## src/logic/pha_pkg.sv

```systemverilog
package pha_pkg;
    localparam int DATA_W = 32;
    localparam int CBE_W = 4;
    localparam int PERR_DELAY = 2;
    localparam int RETRY_LIMIT = 16;
    localparam logic [3:0] CMD_SPECIAL = 4'h1;
    localparam logic [3:0] CMD_CFG_RD = 4'hA;
    localparam logic [3:0] CMD_CFG_WR = 4'hB;
    localparam logic [3:0] CMD_MEM_RD = 4'h6;
    localparam logic [3:0] CMD_MEM_WR = 4'h7;
    localparam logic [3:0] BE_ALL = 4'h0;
    localparam logic [31:0] BAR_BASE = 32'h1000_0000;
    localparam int BAR_BITS = 16;

    // even parity over data lines and command/byte-enable lines
    function automatic logic pha_parity(input logic [31:0] ad,
                                        input logic [3:0] cbe);
        pha_parity = ^{ad, cbe};
    endfunction
endpackage

```

## src/logic/pha_bus_if.sv

```systemverilog
// shared bus; pins modelled per driving end, only ad, par, perr and the target controls with enables; controls low-active
interface pha_bus_if;
    // initiator-driven
    logic [31:0] m_ad;
    logic m_ad_oe;
    logic [3:0] m_cbe;
    logic m_par;
    logic m_par_oe;
    logic m_frame_n;
    logic m_irdy_n;
    logic m_req_n;
    logic m_perr_n;
    logic m_perr_oe;
    logic m_serr_n;
    logic m_idsel;
    // target-driven
    logic [31:0] t_ad;
    logic t_ad_oe;
    logic t_par;
    logic t_par_oe;
    logic t_trdy_n;
    logic t_stop_n;
    logic t_devsel_n;
    logic t_ctl_oe;
    logic t_perr_n;
    logic t_perr_oe;
    logic t_serr_n;
    // arbiter
    logic gnt_n;
    modport init (output m_ad, m_ad_oe, m_cbe, m_par, m_par_oe, m_frame_n,
        m_irdy_n, m_req_n, m_perr_n, m_perr_oe, m_serr_n, m_idsel,
        input t_ad, t_ad_oe, t_par, t_par_oe, t_trdy_n, t_stop_n,
        t_devsel_n, t_ctl_oe, t_perr_n, t_perr_oe, t_serr_n, gnt_n);
    modport targ (input m_ad, m_ad_oe, m_cbe, m_par, m_par_oe, m_frame_n,
        m_irdy_n, m_perr_n, m_perr_oe, m_idsel,
        output t_ad, t_ad_oe, t_par, t_par_oe, t_trdy_n, t_stop_n,
        t_devsel_n, t_ctl_oe, t_perr_n, t_perr_oe, t_serr_n);
endinterface

```

## src/logic/pha_target.sv

```systemverilog
module pha_target #(
    parameter int DEPTH = 2
) (
    input wire logic i_clk,
    input wire logic i_reset,
    pha_bus_if.targ bus,
    output logic [31:0] o_wr_data,
    output logic o_wr_valid,
    input wire logic i_wr_ready,
    input wire logic [31:0] i_rd_data,
    input wire logic i_rd_valid,
    output logic o_rd_ready,
    output logic o_cfg_hit,
    output logic o_par_err
);
    typedef enum logic [2:0] {
        ST_IDLE = 3'b000,
        ST_DATA = 3'b001,
        ST_TURN = 3'b011,
        ST_BUSY = 3'b010
    } pha_tstate_t;

    typedef struct packed {
        pha_tstate_t st;
        logic write;
        logic stop_after;
        logic [1:0][31:0] buf_d;
        logic [1:0] buf_v;
        logic wptr;
        logic rptr;
        logic [31:0] t_ad;
        logic t_ad_oe;
        logic t_par;
        logic t_par_oe;
        logic trdy_n;
        logic stop_n;
        logic devsel_n;
        logic ctl_oe;
        logic chk_p1;
        logic [31:0] chk_ad;
        logic [3:0] chk_cbe;
        logic perr_n;
        logic perr_oe;
        logic serr_n;
        logic claimed_done;
        logic special;
        logic cfg_hit;
        logic par_err;
        logic [31:0] wr_data;
        logic wr_valid;
        logic rd_ready;
        logic addr_chk;
        logic [31:0] addr_ad;
        logic [3:0] addr_cbe;
    } pha_tregs_t;

    pha_tregs_t q, d;
    logic xfer;
    logic addr_phase;
    logic hit;
    logic [3:0] cmd;
    logic bad_data;

    always_comb
    begin
        d = q;
        cmd = bus.m_cbe;
        addr_phase = (q.st == ST_IDLE) && !bus.m_frame_n && bus.m_ad_oe;
        // config needs idsel; memory decodes the upper address bits
        hit = 1'b0;
        if ((cmd == pha_pkg::CMD_CFG_RD || cmd == pha_pkg::CMD_CFG_WR)
            && bus.m_idsel)
            hit = 1'b1;
        else if ((cmd == pha_pkg::CMD_MEM_RD || cmd == pha_pkg::CMD_MEM_WR)
            && bus.m_ad[31:pha_pkg::BAR_BITS]
               == pha_pkg::BAR_BASE[31:pha_pkg::BAR_BITS])
            hit = 1'b1;
        xfer = (q.st == ST_DATA) && !bus.m_irdy_n && !q.trdy_n;
        bad_data = 1'b0;
        d.chk_p1 = 1'b0;
        d.addr_chk = addr_phase;
        if (addr_phase)
        begin
            d.addr_ad = bus.m_ad;
            d.addr_cbe = bus.m_cbe;
        end
        d.par_err = 1'b0;
        d.serr_n = 1'b1;
        // address parity arrives one clock after address phase
        if (q.addr_chk && bus.m_par_oe
            && pha_pkg::pha_parity(q.addr_ad, q.addr_cbe) != bus.m_par)
            d.serr_n = 1'b0;
        // write data parity: check a clock after transfer, report next
        if (q.chk_p1 && bus.m_par_oe)
            bad_data = pha_pkg::pha_parity(q.chk_ad, q.chk_cbe)
                != bus.m_par;
        // driven at once so it is sampled two clocks after the data phase
        d.par_err = bad_data && q.claimed_done && !q.special;
        if (d.par_err)
        begin
            d.perr_n = 1'b0;
            d.perr_oe = 1'b1;
        end
        else if (q.perr_oe && !q.perr_n)
            d.perr_n = 1'b1;
        else
            d.perr_oe = 1'b0;
        // read-data parity, driven a clock after data
        d.t_par = pha_pkg::pha_parity(q.t_ad, pha_pkg::BE_ALL);
        d.t_par_oe = q.t_ad_oe;
        // two-entry write buffer drained by the user side
        if (q.wr_valid && i_wr_ready)
        begin
            d.buf_v[q.rptr] = 1'b0;
            d.rptr = ~q.rptr;
        end
        d.wr_valid = d.buf_v[d.rptr];
        d.wr_data = d.buf_d[d.rptr];
        d.rd_ready = 1'b0;
        case (q.st)
            ST_IDLE:
            begin
                d.claimed_done = 1'b0;
                if (addr_phase && hit)
                begin
                    d.st = ST_DATA;
                    d.write = cmd[0];
                    d.special = (cmd == pha_pkg::CMD_SPECIAL);
                    d.cfg_hit = cmd[3];
                    d.devsel_n = 1'b0;
                    d.ctl_oe = 1'b1;
                    d.stop_n = 1'b1;
                    d.trdy_n = 1'b1;
                end
            end
            ST_DATA:
            begin
                if (xfer)
                begin
                    d.claimed_done = 1'b1;
                    if (q.write)
                    begin
                        d.buf_d[q.wptr] = bus.m_ad;
                        d.buf_v[q.wptr] = 1'b1;
                        d.wptr = ~q.wptr;
                        d.chk_p1 = 1'b1;
                        d.chk_ad = bus.m_ad;
                        d.chk_cbe = bus.m_cbe;
                    end
                    d.trdy_n = 1'b1;
                    d.t_ad_oe = 1'b0;
                    if (bus.m_frame_n)
                        d.st = ST_TURN;
                end
                else if (!q.stop_n && !bus.m_irdy_n && bus.m_frame_n)
                    d.st = ST_TURN;
                else if (q.trdy_n && q.stop_n)
                begin
                    // write: ready only with a free slot
                    if (q.write && !d.buf_v[q.wptr])
                        d.trdy_n = 1'b0;
                    else if (!q.write && i_rd_valid)
                    begin
                        d.t_ad = i_rd_data;
                        d.t_ad_oe = 1'b1;
                        d.trdy_n = 1'b0;
                        d.rd_ready = 1'b1;
                    end
                    else if (q.write)
                        d.stop_n = 1'b0;
                end
            end
            ST_TURN:
            begin
                // drive controls high one clock before release
                d.devsel_n = 1'b1;
                d.trdy_n = 1'b1;
                d.stop_n = 1'b1;
                d.t_ad_oe = 1'b0;
                d.st = ST_BUSY;
            end
            default:
            begin
                d.ctl_oe = 1'b0;
                d.st = ST_IDLE;
            end
        endcase
    end

    always_ff @(posedge i_clk or posedge i_reset)
    begin
        if (i_reset)
        begin
            q <= '0;
            q.trdy_n <= 1'b1;
            q.stop_n <= 1'b1;
            q.devsel_n <= 1'b1;
            q.perr_n <= 1'b1;
            q.serr_n <= 1'b1;
        end
        else
            q <= d;
    end

    assign bus.t_ad = q.t_ad;
    assign bus.t_ad_oe = q.t_ad_oe;
    assign bus.t_par = q.t_par;
    assign bus.t_par_oe = q.t_par_oe;
    assign bus.t_trdy_n = q.trdy_n;
    assign bus.t_stop_n = q.stop_n;
    assign bus.t_devsel_n = q.devsel_n;
    assign bus.t_ctl_oe = q.ctl_oe;
    assign bus.t_perr_n = q.perr_n;
    assign bus.t_perr_oe = q.perr_oe;
    assign bus.t_serr_n = q.serr_n;
    assign o_wr_data = q.wr_data;
    assign o_wr_valid = q.wr_valid;
    assign o_rd_ready = q.rd_ready;
    assign o_cfg_hit = q.cfg_hit;
    assign o_par_err = q.par_err;
endmodule // pha_target

```

## src/flat_wrapper.sv

```systemverilog
// flat-port wrapper written by rule: the top's interface ports become plain ports
module pha_target_flat 
#(
    parameter int DEPTH = 2
)
  (i_clk, i_reset, o_wr_data, o_wr_valid, i_wr_ready, i_rd_data, i_rd_valid, o_rd_ready, o_cfg_hit, o_par_err, bus_m_ad, bus_m_ad_oe, bus_m_cbe, bus_m_par, bus_m_par_oe, bus_m_frame_n, bus_m_irdy_n, bus_m_perr_n, bus_m_perr_oe, bus_m_idsel, bus_t_ad, bus_t_ad_oe, bus_t_par, bus_t_par_oe, bus_t_trdy_n, bus_t_stop_n, bus_t_devsel_n, bus_t_ctl_oe, bus_t_perr_n, bus_t_perr_oe, bus_t_serr_n);
  pha_bus_if bus_i ();
  input wire logic i_clk;
  input wire logic i_reset;
  output logic [31:0] o_wr_data;
  output logic o_wr_valid;
  input wire logic i_wr_ready;
  input wire logic [31:0] i_rd_data;
  input wire logic i_rd_valid;
  output logic o_rd_ready;
  output logic o_cfg_hit;
  output logic o_par_err;
  input wire logic [$bits(bus_i.m_ad)-1:0] bus_m_ad;
  input wire logic [$bits(bus_i.m_ad_oe)-1:0] bus_m_ad_oe;
  input wire logic [$bits(bus_i.m_cbe)-1:0] bus_m_cbe;
  input wire logic [$bits(bus_i.m_par)-1:0] bus_m_par;
  input wire logic [$bits(bus_i.m_par_oe)-1:0] bus_m_par_oe;
  input wire logic [$bits(bus_i.m_frame_n)-1:0] bus_m_frame_n;
  input wire logic [$bits(bus_i.m_irdy_n)-1:0] bus_m_irdy_n;
  input wire logic [$bits(bus_i.m_perr_n)-1:0] bus_m_perr_n;
  input wire logic [$bits(bus_i.m_perr_oe)-1:0] bus_m_perr_oe;
  input wire logic [$bits(bus_i.m_idsel)-1:0] bus_m_idsel;
  output wire logic [$bits(bus_i.t_ad)-1:0] bus_t_ad;
  output wire logic [$bits(bus_i.t_ad_oe)-1:0] bus_t_ad_oe;
  output wire logic [$bits(bus_i.t_par)-1:0] bus_t_par;
  output wire logic [$bits(bus_i.t_par_oe)-1:0] bus_t_par_oe;
  output wire logic [$bits(bus_i.t_trdy_n)-1:0] bus_t_trdy_n;
  output wire logic [$bits(bus_i.t_stop_n)-1:0] bus_t_stop_n;
  output wire logic [$bits(bus_i.t_devsel_n)-1:0] bus_t_devsel_n;
  output wire logic [$bits(bus_i.t_ctl_oe)-1:0] bus_t_ctl_oe;
  output wire logic [$bits(bus_i.t_perr_n)-1:0] bus_t_perr_n;
  output wire logic [$bits(bus_i.t_perr_oe)-1:0] bus_t_perr_oe;
  output wire logic [$bits(bus_i.t_serr_n)-1:0] bus_t_serr_n;
  assign bus_i.m_ad = bus_m_ad;
  assign bus_i.m_ad_oe = bus_m_ad_oe;
  assign bus_i.m_cbe = bus_m_cbe;
  assign bus_i.m_par = bus_m_par;
  assign bus_i.m_par_oe = bus_m_par_oe;
  assign bus_i.m_frame_n = bus_m_frame_n;
  assign bus_i.m_irdy_n = bus_m_irdy_n;
  assign bus_i.m_perr_n = bus_m_perr_n;
  assign bus_i.m_perr_oe = bus_m_perr_oe;
  assign bus_i.m_idsel = bus_m_idsel;
  assign bus_t_ad = bus_i.t_ad;
  assign bus_t_ad_oe = bus_i.t_ad_oe;
  assign bus_t_par = bus_i.t_par;
  assign bus_t_par_oe = bus_i.t_par_oe;
  assign bus_t_trdy_n = bus_i.t_trdy_n;
  assign bus_t_stop_n = bus_i.t_stop_n;
  assign bus_t_devsel_n = bus_i.t_devsel_n;
  assign bus_t_ctl_oe = bus_i.t_ctl_oe;
  assign bus_t_perr_n = bus_i.t_perr_n;
  assign bus_t_perr_oe = bus_i.t_perr_oe;
  assign bus_t_serr_n = bus_i.t_serr_n;
  pha_target #(.DEPTH(DEPTH)) u_core (.i_clk(i_clk), .i_reset(i_reset), .bus(bus_i), .o_wr_data(o_wr_data), .o_wr_valid(o_wr_valid), .i_wr_ready(i_wr_ready), .i_rd_data(i_rd_data), .i_rd_valid(i_rd_valid), .o_rd_ready(o_rd_ready), .o_cfg_hit(o_cfg_hit), .o_par_err(o_par_err));
endmodule
```

## config.mk

```make
export PLATFORM = sky130hd
export DESIGN_NAME = pha_target_flat
export DESIGN_NICKNAME = d
export VERILOG_FILES = /design/src/logic/pha_pkg.sv /design/src/logic/pha_bus_if.sv /design/src/logic/pha_target.sv /design/src/flat_wrapper.sv
export SDC_FILE = /design/constraint.sdc
export NUM_CORES = 1
export LEC_CHECK = 0
export BUFFER_PORTS_ARGS = -buffer_cell sky130_fd_sc_hd__buf_4
export CAP_MARGIN = 40
export CORE_MARGIN = 5
export CORE_UTILIZATION = 51
export CTS_CLUSTER_SIZE = 12
export DETAILED_ROUTE_END_ITERATION = 7
export HOLD_SLACK_MARGIN = 0.05
export PLACE_DENSITY = 0.82
export SKIP_LAST_GASP = 1
export SLEW_MARGIN = 40
export SYNTH_ARGS = -nofsm -noshare
export SYNTH_HDL_FRONTEND = slang
export SYNTH_SLANG_ARGS = --single-unit
```

## constraint.sdc

```tcl
create_clock -name i_clk -period 5.95 [get_ports i_clk]
set_input_delay 0.2975 -clock i_clk [delete_from_list [all_inputs] [get_ports i_clk]]
set_output_delay 0.2975 -clock i_clk [all_outputs]
set_load 0.01 [all_outputs]
```

Yosys cells after proc, flatten, opt, wreduce, memory -nomap -nowiden
Cells that the tools add are included.
- register bits after elaboration: 226
- bits in latches: 0
- memory bits (writable): 0
- memory bits (read-only): 0
- bits of input ports: 80
- output and inout port bits: 78
- word-level logic and storage cells: 182
- memories: 0
- $add $sub $neg: 0
- multipliers: 0
- divide/modulo/power cells: 0
- magnitude comparators: 5
- equal/unequal tests: 26
- shift-type cells: 0
- multiplexer cells: 60
- bitwise logic cells: 9
- reductions and logical operators: 51
- operators by type and width (cell ; count):
    2-to-1 mux 37 bit ; 3
    parity 36 bit ; 3
    2-to-1 mux 32 bit ; 3
    bitwise mux 64 bit ; 1
    demux 32 bit (select 1 bit) ; 1
    2-to-1 mux 1 bit ; 32
    logical AND 1 bit ; 21
    2-to-1 mux 3 bit ; 6
    == test 16 x 13 -> 1 bit, second input constant ; 1
    inequality test 3 x 2 -> 1 bit, second input constant ; 5
    inequality test 2 bit, second input constant ; 6
    AND reduction 5 bit ; 2
    one-hot mux 3 bit (3 select lines) ; 1
    == test 4 x 3 -> 1 bit, second input constant ; 2
    == test 4 bit, second input constant ; 2
    zero test 1 bit ; 8
    2-to-1 mux 2 bit ; 4
    2-to-1 mux 4 bit ; 2
    one-hot mux 1 bit (2 select lines) ; 4
    AND reduction 2 bit ; 4
    AND reduction 8 bit ; 1
    nonzero test 2 bit ; 4
    less-than comparator 1 x 2 -> 1 bit, second input constant ; 3
    inequality test 2 x 1 -> 1 bit, second input constant ; 3
    19 further kinds ; 29

Logic depth before layout (Yosys ltp)
Gate-level depths: netlist of the first run.
- depth after elaboration: 16
- gate-level depth with buffers: 8
- depth with buffers taken out: 6

Worst setup path before layout of the first run
OpenSTA, ideal clock, no wires.
- path kind: reg-to-reg
- start point: register u_core.q[224] in the netlist's numbering
- end point: register u_core.q[13] in the netlist's numbering
- library setup time: 125 ps
- arrival time: 1732 ps
- data required time: 5825 ps
- path slack: 4093 ps
- stages on the path, launching flop included: 6
- buffers on the path: 3
- clock period less this slack: 1857 ps
- cell sequence: dfrtp_1 > clkbuf_1 > nor4b_1 > buf_2 > buf_4 > mux2_2
- longest elaborated chain between the ends: 3
- ends and longest elaborated chain (what ; RTL line ; source):
    start, declared ; pha_target.sv:57 ; pha_tregs_t q, d;
    zero test 3 bit ; pha_target.sv:68 ; addr_phase = (q.st == ST_IDLE) && !bus.m_frame_n && bus.m_ad_oe;
    logical AND 1 bit (2 in series) ; pha_target.sv:68 ;
Every way passes these cells.
A chain may end at the register's enable or synchronous reset.

Final worst setup path of the first run
- start point: register u_core.q[224] in the netlist's numbering
- end point: register u_core.q[190] in the netlist's numbering
- longest elaborated chain between the ends: 4
- ends and longest elaborated chain (what ; RTL line ; source):
    == test 3 x 1 -> 1 bit * ; pha_target.sv:78, pha_target.sv:120 ;
    logical AND 1 bit (2 in series) ; pha_target.sv:78 ; xfer = (q.st == ST_DATA) && !bus.m_irdy_n && !q.trdy_n;
    AND reduction 3 bit (no source line) * ; - ;
Mark *: on every way between the ends. The rest lies on a longest branch, timed or not.

==> results of run 1 <==
## tightest hold or removal path: stages
cell and delay, ns:
buf_4 0.13, nand2_1 0.06, nand2_1 0.05
## flip-flops by register name (all words and copies together) (netlist names)
register               flops
u_core.bus.t_serr_n        1
u_core.o_par_err           1
u_core.bus.t_ad           32
u_core.bus.t_trdy_n        1
u_core.bus.t_par_oe        1
u_core.o_rd_ready          1
u_core.bus.t_par           1
u_core.o_cfg_hit           1
u_core.o_wr_valid          1
u_core.bus.t_stop_n        1
u_core.bus.t_perr_oe       1
u_core.bus.t_ctl_oe        1
u_core.bus.t_perr_n        1
u_core.bus.t_ad_oe         1
u_core.q                 147
u_core.o_wr_data          32
u_core.bus.t_devsel_n      1
## layer usage
layer  global-route usage, %  up-vias  wire length (um)
met3                    3.89       26              1320
met4                    3.52        0               324
li1                        -     2773                 -
met5                       0        -                 0
met2                    32.0      159              9940
met1                    24.8     2934              8710
## logic make-up after synthesis
kind of cell	after synthesis	synth area share [%]
flip-flops	225	57.3
multiplexers	168	19.2
AND/OR/NAND/NOR	147	6.35
XOR/XNOR	99	9.52
buffers and inverters	99	6.54
AO/OA/AOI/OAI	15	1.03
## cells in the final DEF (no fill, tap or decap), types with 2 or more instances in the layout
cell type	count
nand3_1	4
mux2_2	167
and2_1	2
a22oi_1	2
nand2_1	118
dfrtp_1	220
a21oi_1	2
inv_1	6
xnor3_1	5
buf_4	163
dlygate4sd3_1	67
nor2b_1	4
o21ai_0	2
clkbuf_1	8
nand2b_1	2
xor2_1	11
dfstp_2	5
clkbuf_16	25
clkbuf_8	4
nor4_1	2
nor2_1	5
buf_6	2
a31oi_1	2
clkinv_2	3
o21a_1	2
xnor2_1	82
## through the flow
stage / cells / cell area (um^2) / utilization (%)
6_report: 1195 / 12300 / 65.1
5_1_grt: 1195 / 12300 / 65.1
4_1_cts: 1195 / 12300 / 65.1
3_5_place_dp: 1087 / 10800 / 57.5
3_3_place_gp: 1086 / 10800 / 57.4
2_1_floorplan: 753 / 9840 / -
## area by class of cell
cell class	count	share of cell area, %
well taps	260	2.65
multi-input cells	429	29.2
repair buffers	233	15.8
flip-flops and latches	225	46.0
clock inverters	4	0.367
inverters	7	0.245
clock buffers	37	5.80
## repair_timing
| action | 4_1_cts | 5_1_grt |
|---|---|---|
| resized for setup | 0 | 0 |
| hold endpoints to repair | 99 | 0 |
| hold buffers | 67 | 0 |
## how the worst max path moves through the flow
stage | end | startpoint
3_5_place_dp | u_core.q[190]$_DFFE_PP0P_ | u_core.q[224]$_DFFE_PP0P_
5_1_grt | u_core.q[190]$_DFFE_PP0P_ | u_core.q[224]$_DFFE_PP0P_
2_1_floorplan | u_core.bus.t_ad[0]$_DFFE_PP0P_ | i_reset
6_report | u_core.q[190]$_DFFE_PP0P_ | u_core.q[224]$_DFFE_PP0P_
4_1_cts | u_core.q[197]$_DFFE_PP0P_ | u_core.q[224]$_DFFE_PP0P_
3_3_place_gp | u_core.q[220]$_DFFE_PP0P_ | u_core.q[224]$_DFFE_PP0P_
## power by group
part           internal, W  switching [W]
clock             0.000859       0.000561
combinational      0.00159        0.00117
sequential         0.00200       0.000324
==> impl_metrics.csv, run 1 <==
group,metric,value,unit
timing,tightest_slew,0.791,ns
drt,first_pass_iters,4,
logic_synthesis,synth_area_leaders,"dfrtp_1 56%, mux2_2 19%, xnor2_1 7.3%, buf_4 5.1%, nand2_1 4.5%",
floorplan,core_area,0.0188,mm^2
final_layout,drive_above_1_share,40.2,%
logic_synthesis,yosys.area.top_type_share,56.0,%
logic_synthesis,ys_async_sr_fraction,100,%
clocking,clk_path_buf_depth,3,
logic_synthesis,synth_common_cells,"220 x dfrtp_1, 167 x mux2_2, 118 x nand2_1, 82 x xnor2_1, 67 x buf_4",
logic_synthesis,synth_nets,833,
setup_path,end_kind,"register",
placed_design,port_buffers,155,
grt,grt_max_degree,65,
worst_hold_path,hold_depth,3,
pwr,total_leakage_power,6.05,nW
setup_path,crit_slowest_cell,"nand2_1",
timing,skew,0.00724,ns
timing,rsz0062_at_grt,"no",
setup_path,worstPathMaxFanout,39,
logic_synthesis,yosysMostFrequentCell,"dfrtp_1",
placed_design,place.detailed.hpwl,13.1,mm
final_layout,area_delta_synth_final,24.7,%
flow_run,cap_viol_max_count,0,
pwr,ir_drop,0.291,mV
setup_path,crit_top_cell,"buf_4",
setup_path,path_depth,7,
setup_path,reg2reg_depth,7,
worst_hold_path,hold_class,"input pin to register",
drt,via_per_inst,4.93,
clocking,clkLatencyLatePin,0.50,ns
logic_synthesis,synthDistinctLibCells,39,
logic_synthesis,syn-cell-area,0.00983,mm^2
setup_path,r2r_start,"u_core.q[224]$_DFFE_PP0P_",
setup_path,max_stage_delay,0.60,ns
setup_path,critical_path_required,6.33,ns
clocking,cts_sinks,225,
placed_design,dpl_worst_slack,3.11,ns
run_status,status,"finished, final reports clean",
drt,drc,0,
pwr,p_total,0.00651,W
worst_hold_path,holdPathEnd,"u_core.q[101]$_DFFE_PP0N_",
drt,antenna_left,0,
clocking,h-tree-depth,1,
grt,grt_overflow_total,0,
logic_synthesis,yosys_warnings,0,
clocking,cts_tree,"yes",
floorplan,dieArea,0.0222,mm^2
placed_design,place.gp.congestion,0.802,
final_layout,seq_area,0.00564,mm^2
timing,layout_min_cycle_time,2.85,ns
timing,finalSetupTns,0,ns
setup_path,r2r_setup_slack,3.10,ns
setup_path,path_class,"register to register",
setup_path,path_buf_inv,3,
logic_synthesis,yosys_most_used_dff,"dfrtp_1",
logic_synthesis,seq_area_frac_synth,57.3,%
clocking,cts_buffers,24,
floorplan,rows,50,
floorplan,chipHeight,149,um
timing,setup_slack,3.10,ns
drt,finalWirelength,20.3,mm
grt,grt_usage,18.6,%
timing,fmax,351,MHz
setup_path,timing.rr.end,"u_core.q[190]$_DFFE_PP0P_",
timing,slew_headroom,47.1,%
final_layout,antenna_cells,0,
floorplan,start_util,52.2,%
clocking,clk_pin_slew,0.06,ns
logic_synthesis,synthCells,753,
drt,wl_per_cell,17.0,um
logic_synthesis,avgSynthCellArea,13.1,um^2
grt,grt_pass1_vias,6421,
grt,antenna_found_initial,0,
final_layout,fill_cells,1352,
timing,fin_crit_sh,47.9,%
timing,setup_viol,0,
drt,vias,5892,
logic_synthesis,synth_largest_area_cell,"dfrtp_1",
drt,first_iter_violations,230,
logic_synthesis,ys_seq_elements,225,
setup_path,cp_cell_sequence,"nor2b_1, nand3_1, buf_4, inv_1, nand2_1, buf_4, mux2_2",
setup_path,arrival,3.23,ns
worst_hold_path,hp-start,"bus_m_ad[19]",
timing,drv_slew,0,
clocking,clockRootBuffer,"clkbuf_16",
floorplan,io_pins,158,
timing,hold_violations,0,
pwr,power_density,531,mW/mm^2
timing,holdWs,0.0708,ns
final_layout,fin_nets,1000,
logic_synthesis,synth_edf_count,0,
floorplan,die_w,149,um
setup_path,start_kind,"register",
final_layout,multi_input_comb_area,0.00358,mm^2
grt,grt_pass1_wl,33.5,mm
clocking,post_cts_buffers,0,
setup_path,path_delay_family,"simple AND/OR/NAND/NOR gates",
Note: power is estimated with default switching activity, not from simulation.
==> run 2: changes to the inputs <==
clock period = 2.4 ns   (was 5.95 ns; I/O delays follow)
==> run 2 against run 1 <==
Die area unchanged. Non-clock buffer count increased by 14. Total power up 150%. Via count grew 2.5%. Sequential share of layout area down 0.68 points. Combinational power grew 150%.
==> impl_metrics.csv, run 2 (synthesized netlist as in run 1, its figures left out) <==
group,metric,value,unit
clocking,h-tree-depth,1,
setup_path,path_class,"input pin to register",
grt,grt_pass1_wl,35.7,mm
grt,grt_usage,19.8,%
final_layout,largest_register,"u_core.q",
timing,fin_crit_sh,84.2,%
drt,first_iter_violations,223,
grt,grt_overflow_total,0,
timing,fmax,495,MHz
setup_path,worstPathMaxFanout,8,
drt,vias,6040,
placed_design,dp_cells,1093,
final_layout,drive_above_1_share,40.4,%
clocking,cts_sinks,225,
placed_design,place.gp.congestion,0.803,
floorplan,dieArea,0.0222,mm^2
pwr,power.share.switching,31.4,%
setup_path,cp_cell_sequence,"dlygate4sd3_1, buf_4, or4_1, nor3_2, nand4_1, o21ai_1, nand3_2, mux2_2",
clocking,cts_buffers,24,
clocking,post_cts_buffers,0,
setup_path,timing.rr.end,"u_core.bus.t_perr_oe$_DFFE_PP0P_",
drt,first_pass_iters,4,
drt,wl_per_cell,17.7,um
worst_hold_path,hp-start,"bus_m_ad_oe",
clocking,cts_tree,"yes",
setup_path,critical_path_required,2.78,ns
setup_path,path_delay_family,"simple AND/OR/NAND/NOR gates",
clocking,clockRootBuffer,"clkbuf_16",
pwr,power_frac_clock,21.9,%
final_layout,area_delta_synth_final,26.6,%
setup_path,end_kind,"register",
pwr,total_leakage_power,6.14,nW
floorplan,io_pins,158,
setup_path,r2r_setup_slack,0.41,ns
final_layout,final_common_cell,"dfrtp_1",
floorplan,chipHeight,149,um
setup_path,start_kind,"input pin",
clocking,clk_path_buf_depth,3,
drt,finalWirelength,21.4,mm
pwr,p_int,0.0111,W
timing,hold_violations,0,
clocking,clkLatencyLatePin,0.51,ns
pwr,p_sw,0.00507,W
final_layout,antenna_cells,0,
drt,via_per_inst,5.00,
pwr,pwr-share-comb,42.2,%
pwr,ir_drop,0.767,mV
pwr,power_density,1300,mW/mm^2
drt,antenna_left,0,
drt,drc,0,
placed_design,place.detailed.hpwl,13.6,mm
pwr,seqPwrFrac,35.8,%
grt,antenna_found_initial,0,
floorplan,core_area,0.0188,mm^2
setup_path,max_stage_delay,0.54,ns
setup_path,r2r_start,"u_core.q[81]$_DFFE_PP0N_",
timing,drv_slew,0,
worst_hold_path,hold_class,"input pin to register",
grt,grt_pass1_vias,6698,
timing,layout_min_cycle_time,2.02,ns
setup_path,reg2reg_depth,6,
final_layout,final_cells,1209,
timing,tightest_slew,0.520,ns
floorplan,die_w,149,um
timing,rsz0062_at_grt,"no",
placed_design,port_buffers,155,
worst_hold_path,hold_depth,3,
floorplan,rows,50,
grt,grt_max_degree,60,
timing,setup_viol,0,
setup_path,arrival,2.40,ns
timing,slew_headroom,65.3,%
floorplan,start_util,52.2,%
worst_hold_path,holdPathEnd,"u_core.q[36]$_DFF_PP0_",
run_status,status,"finished, final reports clean",
timing,skew,0.0169,ns
clocking,clk_pin_slew,0.06,ns
timing,finalSetupTns,0,ns
setup_path,path_buf_inv,2,
final_layout,largest_reg_flops,147,
flow_run,cap_viol_max_count,0,
final_layout,layout_common_cells,"220 x dfrtp_1, 167 x mux2_2, 167 x buf_4",
final_layout,fin_nets,1014,
setup_path,crit_slowest_cell,"dlygate4sd3_1",
==> run 2: changes by cell type in the layout (fill, tap and decap cells not counted) <==
cell	change
dlygate4sd3_1	+7
buf_12	+4
buf_4	+4
buf_6	-2
buf_16	+1
==> run 2: worst register-to-register path, cell delays in order (launching register included) <==
cell and delay [ns]:
dfrtp_1 0.39, xor2_1 0.18, xnor2_1 0.20, xnor2_1 0.14, xnor3_1 0.45, mux2i_1 0.33
o21ai_0 0.15
==> run 2: repair_timing <==
action,4_1_cts,5_1_grt
hold buffers,74,0
endpoints found under the hold margin,200,0
endpoints found under the setup margin,0,0
gates resized for setup,0,0
==> run 2: layout make-up <==
cell class                 count  area (um^2)
fill                        1314         6380
sequential                   225         5640
multi-input combinational    429         3580
timing repair buffer         247         2120
clock buffer                  37          711
tap                          260          325
clock inverter                 4         45.0
inverter                       7         30.0
==> run 2: through the flow <==
| step | worst slack, ns | hold slack, ns | util [%] | instance area (um^2) | power, W |
|---|---|---|---|---|---|
| after global routing | 0.284 | 0.123 | 66.1 | 12400 | 0.0170 |
| final | 0.378 | 0.128 | 66.1 | 12400 | 0.0161 |
| after floorplan | -0.654 | 0.180 | - | 9840 | 0.0111 |
| after detailed placement | 0.405 | 0.277 | 58.0 | 10900 | 0.0124 |
| after global placement | 0.490 | 0.274 | 58.0 | 10900 | 0.0122 |
| after CTS | 0.406 | 0.107 | 66.0 | 12400 | 0.0162 |
==> run 2: worst max path at each step <==
| stage | from | to | depth (start not counted) |
|---|---|---|---|
| global placement | u_core.q[81]$_DFFE_PP0N_ | u_core.bus.t_perr_oe$_DFFE_PP0P_ | 6 |
| detailed placement | u_core.q[81]$_DFFE_PP0N_ | u_core.bus.t_perr_oe$_DFFE_PP0P_ | 6 |
| finish | bus_m_ad[21] | u_core.q[223]$_DFFE_PP0P_ | 8 |
| CTS | u_core.q[84]$_DFFE_PP0N_ | u_core.bus.t_perr_oe$_DFFE_PP0P_ | 6 |
| floorplan | i_reset | u_core.bus.t_ad[0]$_DFFE_PP0P_ | 1 |
| global route | u_core.q[84]$_DFFE_PP0N_ | u_core.bus.t_perr_oe$_DFFE_PP0P_ | 6 |
==> run 2: power groups by stage <==
stage          combinational, W  clock (W)  sequential (W)
6_report                0.00681    0.00354         0.00578
5_1_grt                 0.00733    0.00379         0.00593
4_1_cts                 0.00680    0.00363         0.00575
3_5_place_dp            0.00664          0         0.00580
3_3_place_gp            0.00650          0         0.00574
2_1_floorplan           0.00552          0         0.00560
==> run 2: routing by layer <==
layer / vias to the layer above / track usage (%) / wire length, um
li1: 2784 / - / -
met1: 3034 / 25.7 / 8850
met2: 191 / 34.4 / 10800
met3: 31 / 4.16 / 1360
met4: 0 / 4.85 / 415
met5: - / 0 / 0
==> run 3: changes to the inputs <==
ABC_AREA = 1   (was unset)
CORE_UTILIZATION = 57   (was 51)
PLACE_DENSITY = 0.86   (was 0.82)
clock period = 2.05 ns   (was 2.4 ns; I/O delays follow)
==> run 3 against run 2 <==
Synthesized cell count grew 59%. Final area grew 1.6%. Critical endpoint is now u_core.q[187]$_DFFE_PP0P_. Critical path type is now register to register. Worst hold slack lost 0.018 ns. Largest cell class unchanged. Highest routed layer unchanged. Largest power group unchanged.
==> impl_metrics.csv, run 3 <==
group,metric,value,unit
logic_synthesis,yosys_most_used_dff,"dfrtp_1",
logic_synthesis,seq_area_frac_synth,55.3,%
clocking,clk_pin_slew,0.06,ns
timing,slew_headroom,59.1,%
final_layout,final_common_cell,"nand2_1",
setup_path,arrival,2.34,ns
drt,vias,8340,
pwr,total_leakage_power,6.72,nW
logic_synthesis,yosys_warnings,0,
grt,grt_pass1_vias,8363,
clocking,clk_path_buf_depth,3,
timing,setup_viol,0,
setup_path,setup.worst_path.start,"u_core.q[224]$_DFFE_PP0P_",
logic_synthesis,yosys.area.top_type_share,54.0,%
clocking,cts_tree,"yes",
timing,fin_crit_sh,93.8,%
drt,drc,0,
logic_synthesis,ys_async_sr_fraction,100,%
drt,antenna_left,0,
floorplan,rows,48,
setup_path,crit_top_cell,"inv_2",
logic_synthesis,avgSynthCellArea,8.51,um^2
final_layout,largest_reg_flops,147,
floorplan,dieArea,0.0207,mm^2
logic_synthesis,synthDistinctLibCells,31,
final_layout,antenna_cells,0,
pwr,ir_drop,1.15,mV
timing,setup_slack,0.128,ns
clocking,h-tree-depth,1,
logic_synthesis,synth_edf_count,0,
clocking,clockRootBuffer,"clkbuf_16",
floorplan,start_util,58.5,%
logic_synthesis,synthCells,1197,
floorplan,die_w,144,um
floorplan,io_pins,158,
timing,finalSetupTns,0,ns
drt,wl_per_cell,15.7,um
setup_path,cp_cell_sequence,"inv_2, nor2_4, inv_2, nor3_4, inv_2, nor2_8, inv_2, or2_2, clkbuf_16, o21ai_1",
timing,hold_violations,0,
grt,grt_max_degree,73,
floorplan,core_area,0.0174,mm^2
pwr,p_total,0.0183,W
grt,grt_usage,24.2,%
drt,finalWirelength,25.2,mm
setup_path,r2r_start,"u_core.q[224]$_DFFE_PP0P_",
final_layout,area_delta_synth_final,24.1,%
drt,first_pass_iters,5,
timing,fmax,520,MHz
final_layout,largest_register,"u_core.q",
drt,via_per_inst,5.21,
placed_design,dpl_worst_slack,0.131,ns
logic_synthesis,synth_largest_area_cell,"dfrtp_1",
clocking,clkLatencyLatePin,0.51,ns
logic_synthesis,yosysMostFrequentCell,"nand2_1",
setup_path,start_kind,"register",
grt,grt_overflow_total,0,
clocking,cts_sinks,225,
flow_run,cap_viol_max_count,0,
placed_design,placed_area,0.0112,mm^2
final_layout,final_cells,1602,
timing,drv_slew,0,
setup_path,critical_path_required,2.46,ns
placed_design,place.gp.congestion,0.844,
clocking,cts_buffers,24,
grt,antenna_found_initial,0,
run_status,status,"finished, final reports clean",
drt,first_iter_violations,712,
logic_synthesis,synth_area_leaders,"dfrtp_1 54%, nand2_1 19%, o21ai_0 5.5%, buf_4 4.7%, xnor2_1 4.6%",
pwr,power_density,1440,mW/mm^2
worst_hold_path,hold_class,"input pin to register",
placed_design,port_buffers,155,
timing,rsz0062_at_grt,"no",
final_layout,fin_nets,1446,
logic_synthesis,ys_seq_elements,225,
setup_path,max_stage_delay,0.41,ns
worst_hold_path,hp-start,"i_rd_valid",
logic_synthesis,syn-cell-area,0.0102,mm^2
timing,tightest_slew,0.613,ns
logic_synthesis,synth_common_cells,"505 x nand2_1, 220 x dfrtp_1, 112 x o21ai_0, 89 x inv_1, 64 x buf_4",
timing,layout_min_cycle_time,1.92,ns
final_layout,stdcell_area,0.0126,mm^2
final_layout,layout_common_cells,"505 x nand2_1, 218 x dfrtp_1, 167 x buf_4",
placed_design,place.detailed.hpwl,15.5,mm
setup_path,path_class,"register to register",
grt,grt_pass1_wl,40.2,mm
clocking,post_cts_buffers,0,
final_layout,drive_above_1_share,16.4,%
timing,skew,0.0119,ns
floorplan,chipHeight,144,um
logic_synthesis,synth_nets,1277,
setup_path,worstPathMaxFanout,33,
setup_path,crit_slowest_cell,"dfrtp_2",
placed_design,dp_cells,1489,
setup_path,end_kind,"register",
==> run 3: changes by cell type in the layout (fill, tap and decap cells not counted), sizes merged, moves of 5 or more <==
cell and delta:
xnor2 -29, nor2 +16, mux2 -167, nand3 +5, o21ai +139, inv +87, xnor3 -5, nand2 +387
xor2 +5
==> run 3: timing repair <==
item	CTS	global route
endpoints found under the setup margin	0	29
endpoints found under the hold margin	227	0
gates resized for setup	0	3
hold buffers	75	0
==> run 3: final timing paths <==
kind                                                        end  slack (ns)  cells past startpoint
worst max-delay path                  u_core.q[187]$_DFFE_PP0P_        0.13                     10
max in group asynchronous       u_core.bus.t_ad[22]$_DFFE_PP0P_        1.08                      4
worst min-delay path            u_core.bus.t_trdy_n$_DFFE_PP1P_        0.11                      8
min in group asynchronous             u_core.q[208]$_DFFE_PP0P_        0.21                      3
worst max register to register        u_core.q[187]$_DFFE_PP0P_        0.13                     10
worst min register to register    u_core.bus.t_par_oe$_DFF_PP0_        0.41                      0
==> run 3: layer usage <==
metal	track usage, %	up-vias	share of wire (%)
met5	0	-	0
met4	8.42	0	2.9
met3	3.46	62	5.5
met2	41.4	289	51
met1	31.8	4016	41
li1	-	3973	-
==> run 3: per-stage QoR <==
| step | hold WS, ns | util (%) |
|---|---|---|
| floorplan | 0.190 | - |
| global placement | 0.168 | 64.1 |
| detailed placement | 0.173 | 64.1 |
| CTS | 0.0868 | 72.4 |
| global route | 0.213 | 72.6 |
| finish | 0.109 | 72.6 |
==> run 3: layout make-up <==
| cell class | count | area (um^2) |
|---|---|---|
| Tap cell | 225 | 282 |
| Clock inverter | 5 | 27.5 |
| Clock buffer | 32 | 682 |
| Multi-Input combinational cell | 774 | 3550 |
| Fill cell | 1169 | 4770 |
| Inverter | 94 | 357 |
| Timing Repair Buffer | 247 | 2110 |
| Sequential cell | 225 | 5640 |
==> run 3: cells by family after synthesis <==
kind of cell	count (synthesis)	synth area share [%]
AOI/OAI and AO/OA	151	7.51
xor gates and xnor gates	70	6.02
buffers and inverters	198	9.91
DFF	225	55.3
and+or+nand+nor	553	21.3
==> run 3: worst max-delay path: cells and delay by family, from the launching register on <==
family,cells,cell delay (ns)
buffers and inverters,5,0.53
AOI/OAI and AO/OA,1,0.18
and+or+nand+nor,4,0.71
DFF,1,0.41
==> run 3: power by group <==
group / internal (W) / total [W] / switching [W]
clock network: 0.00230 / 0.00397 / 0.00166
logic: 0.00329 / 0.00764 / 0.00435
registers: 0.00574 / 0.00666 / 0.000917
total: 0.0113 / 0.0183 / 0.00693
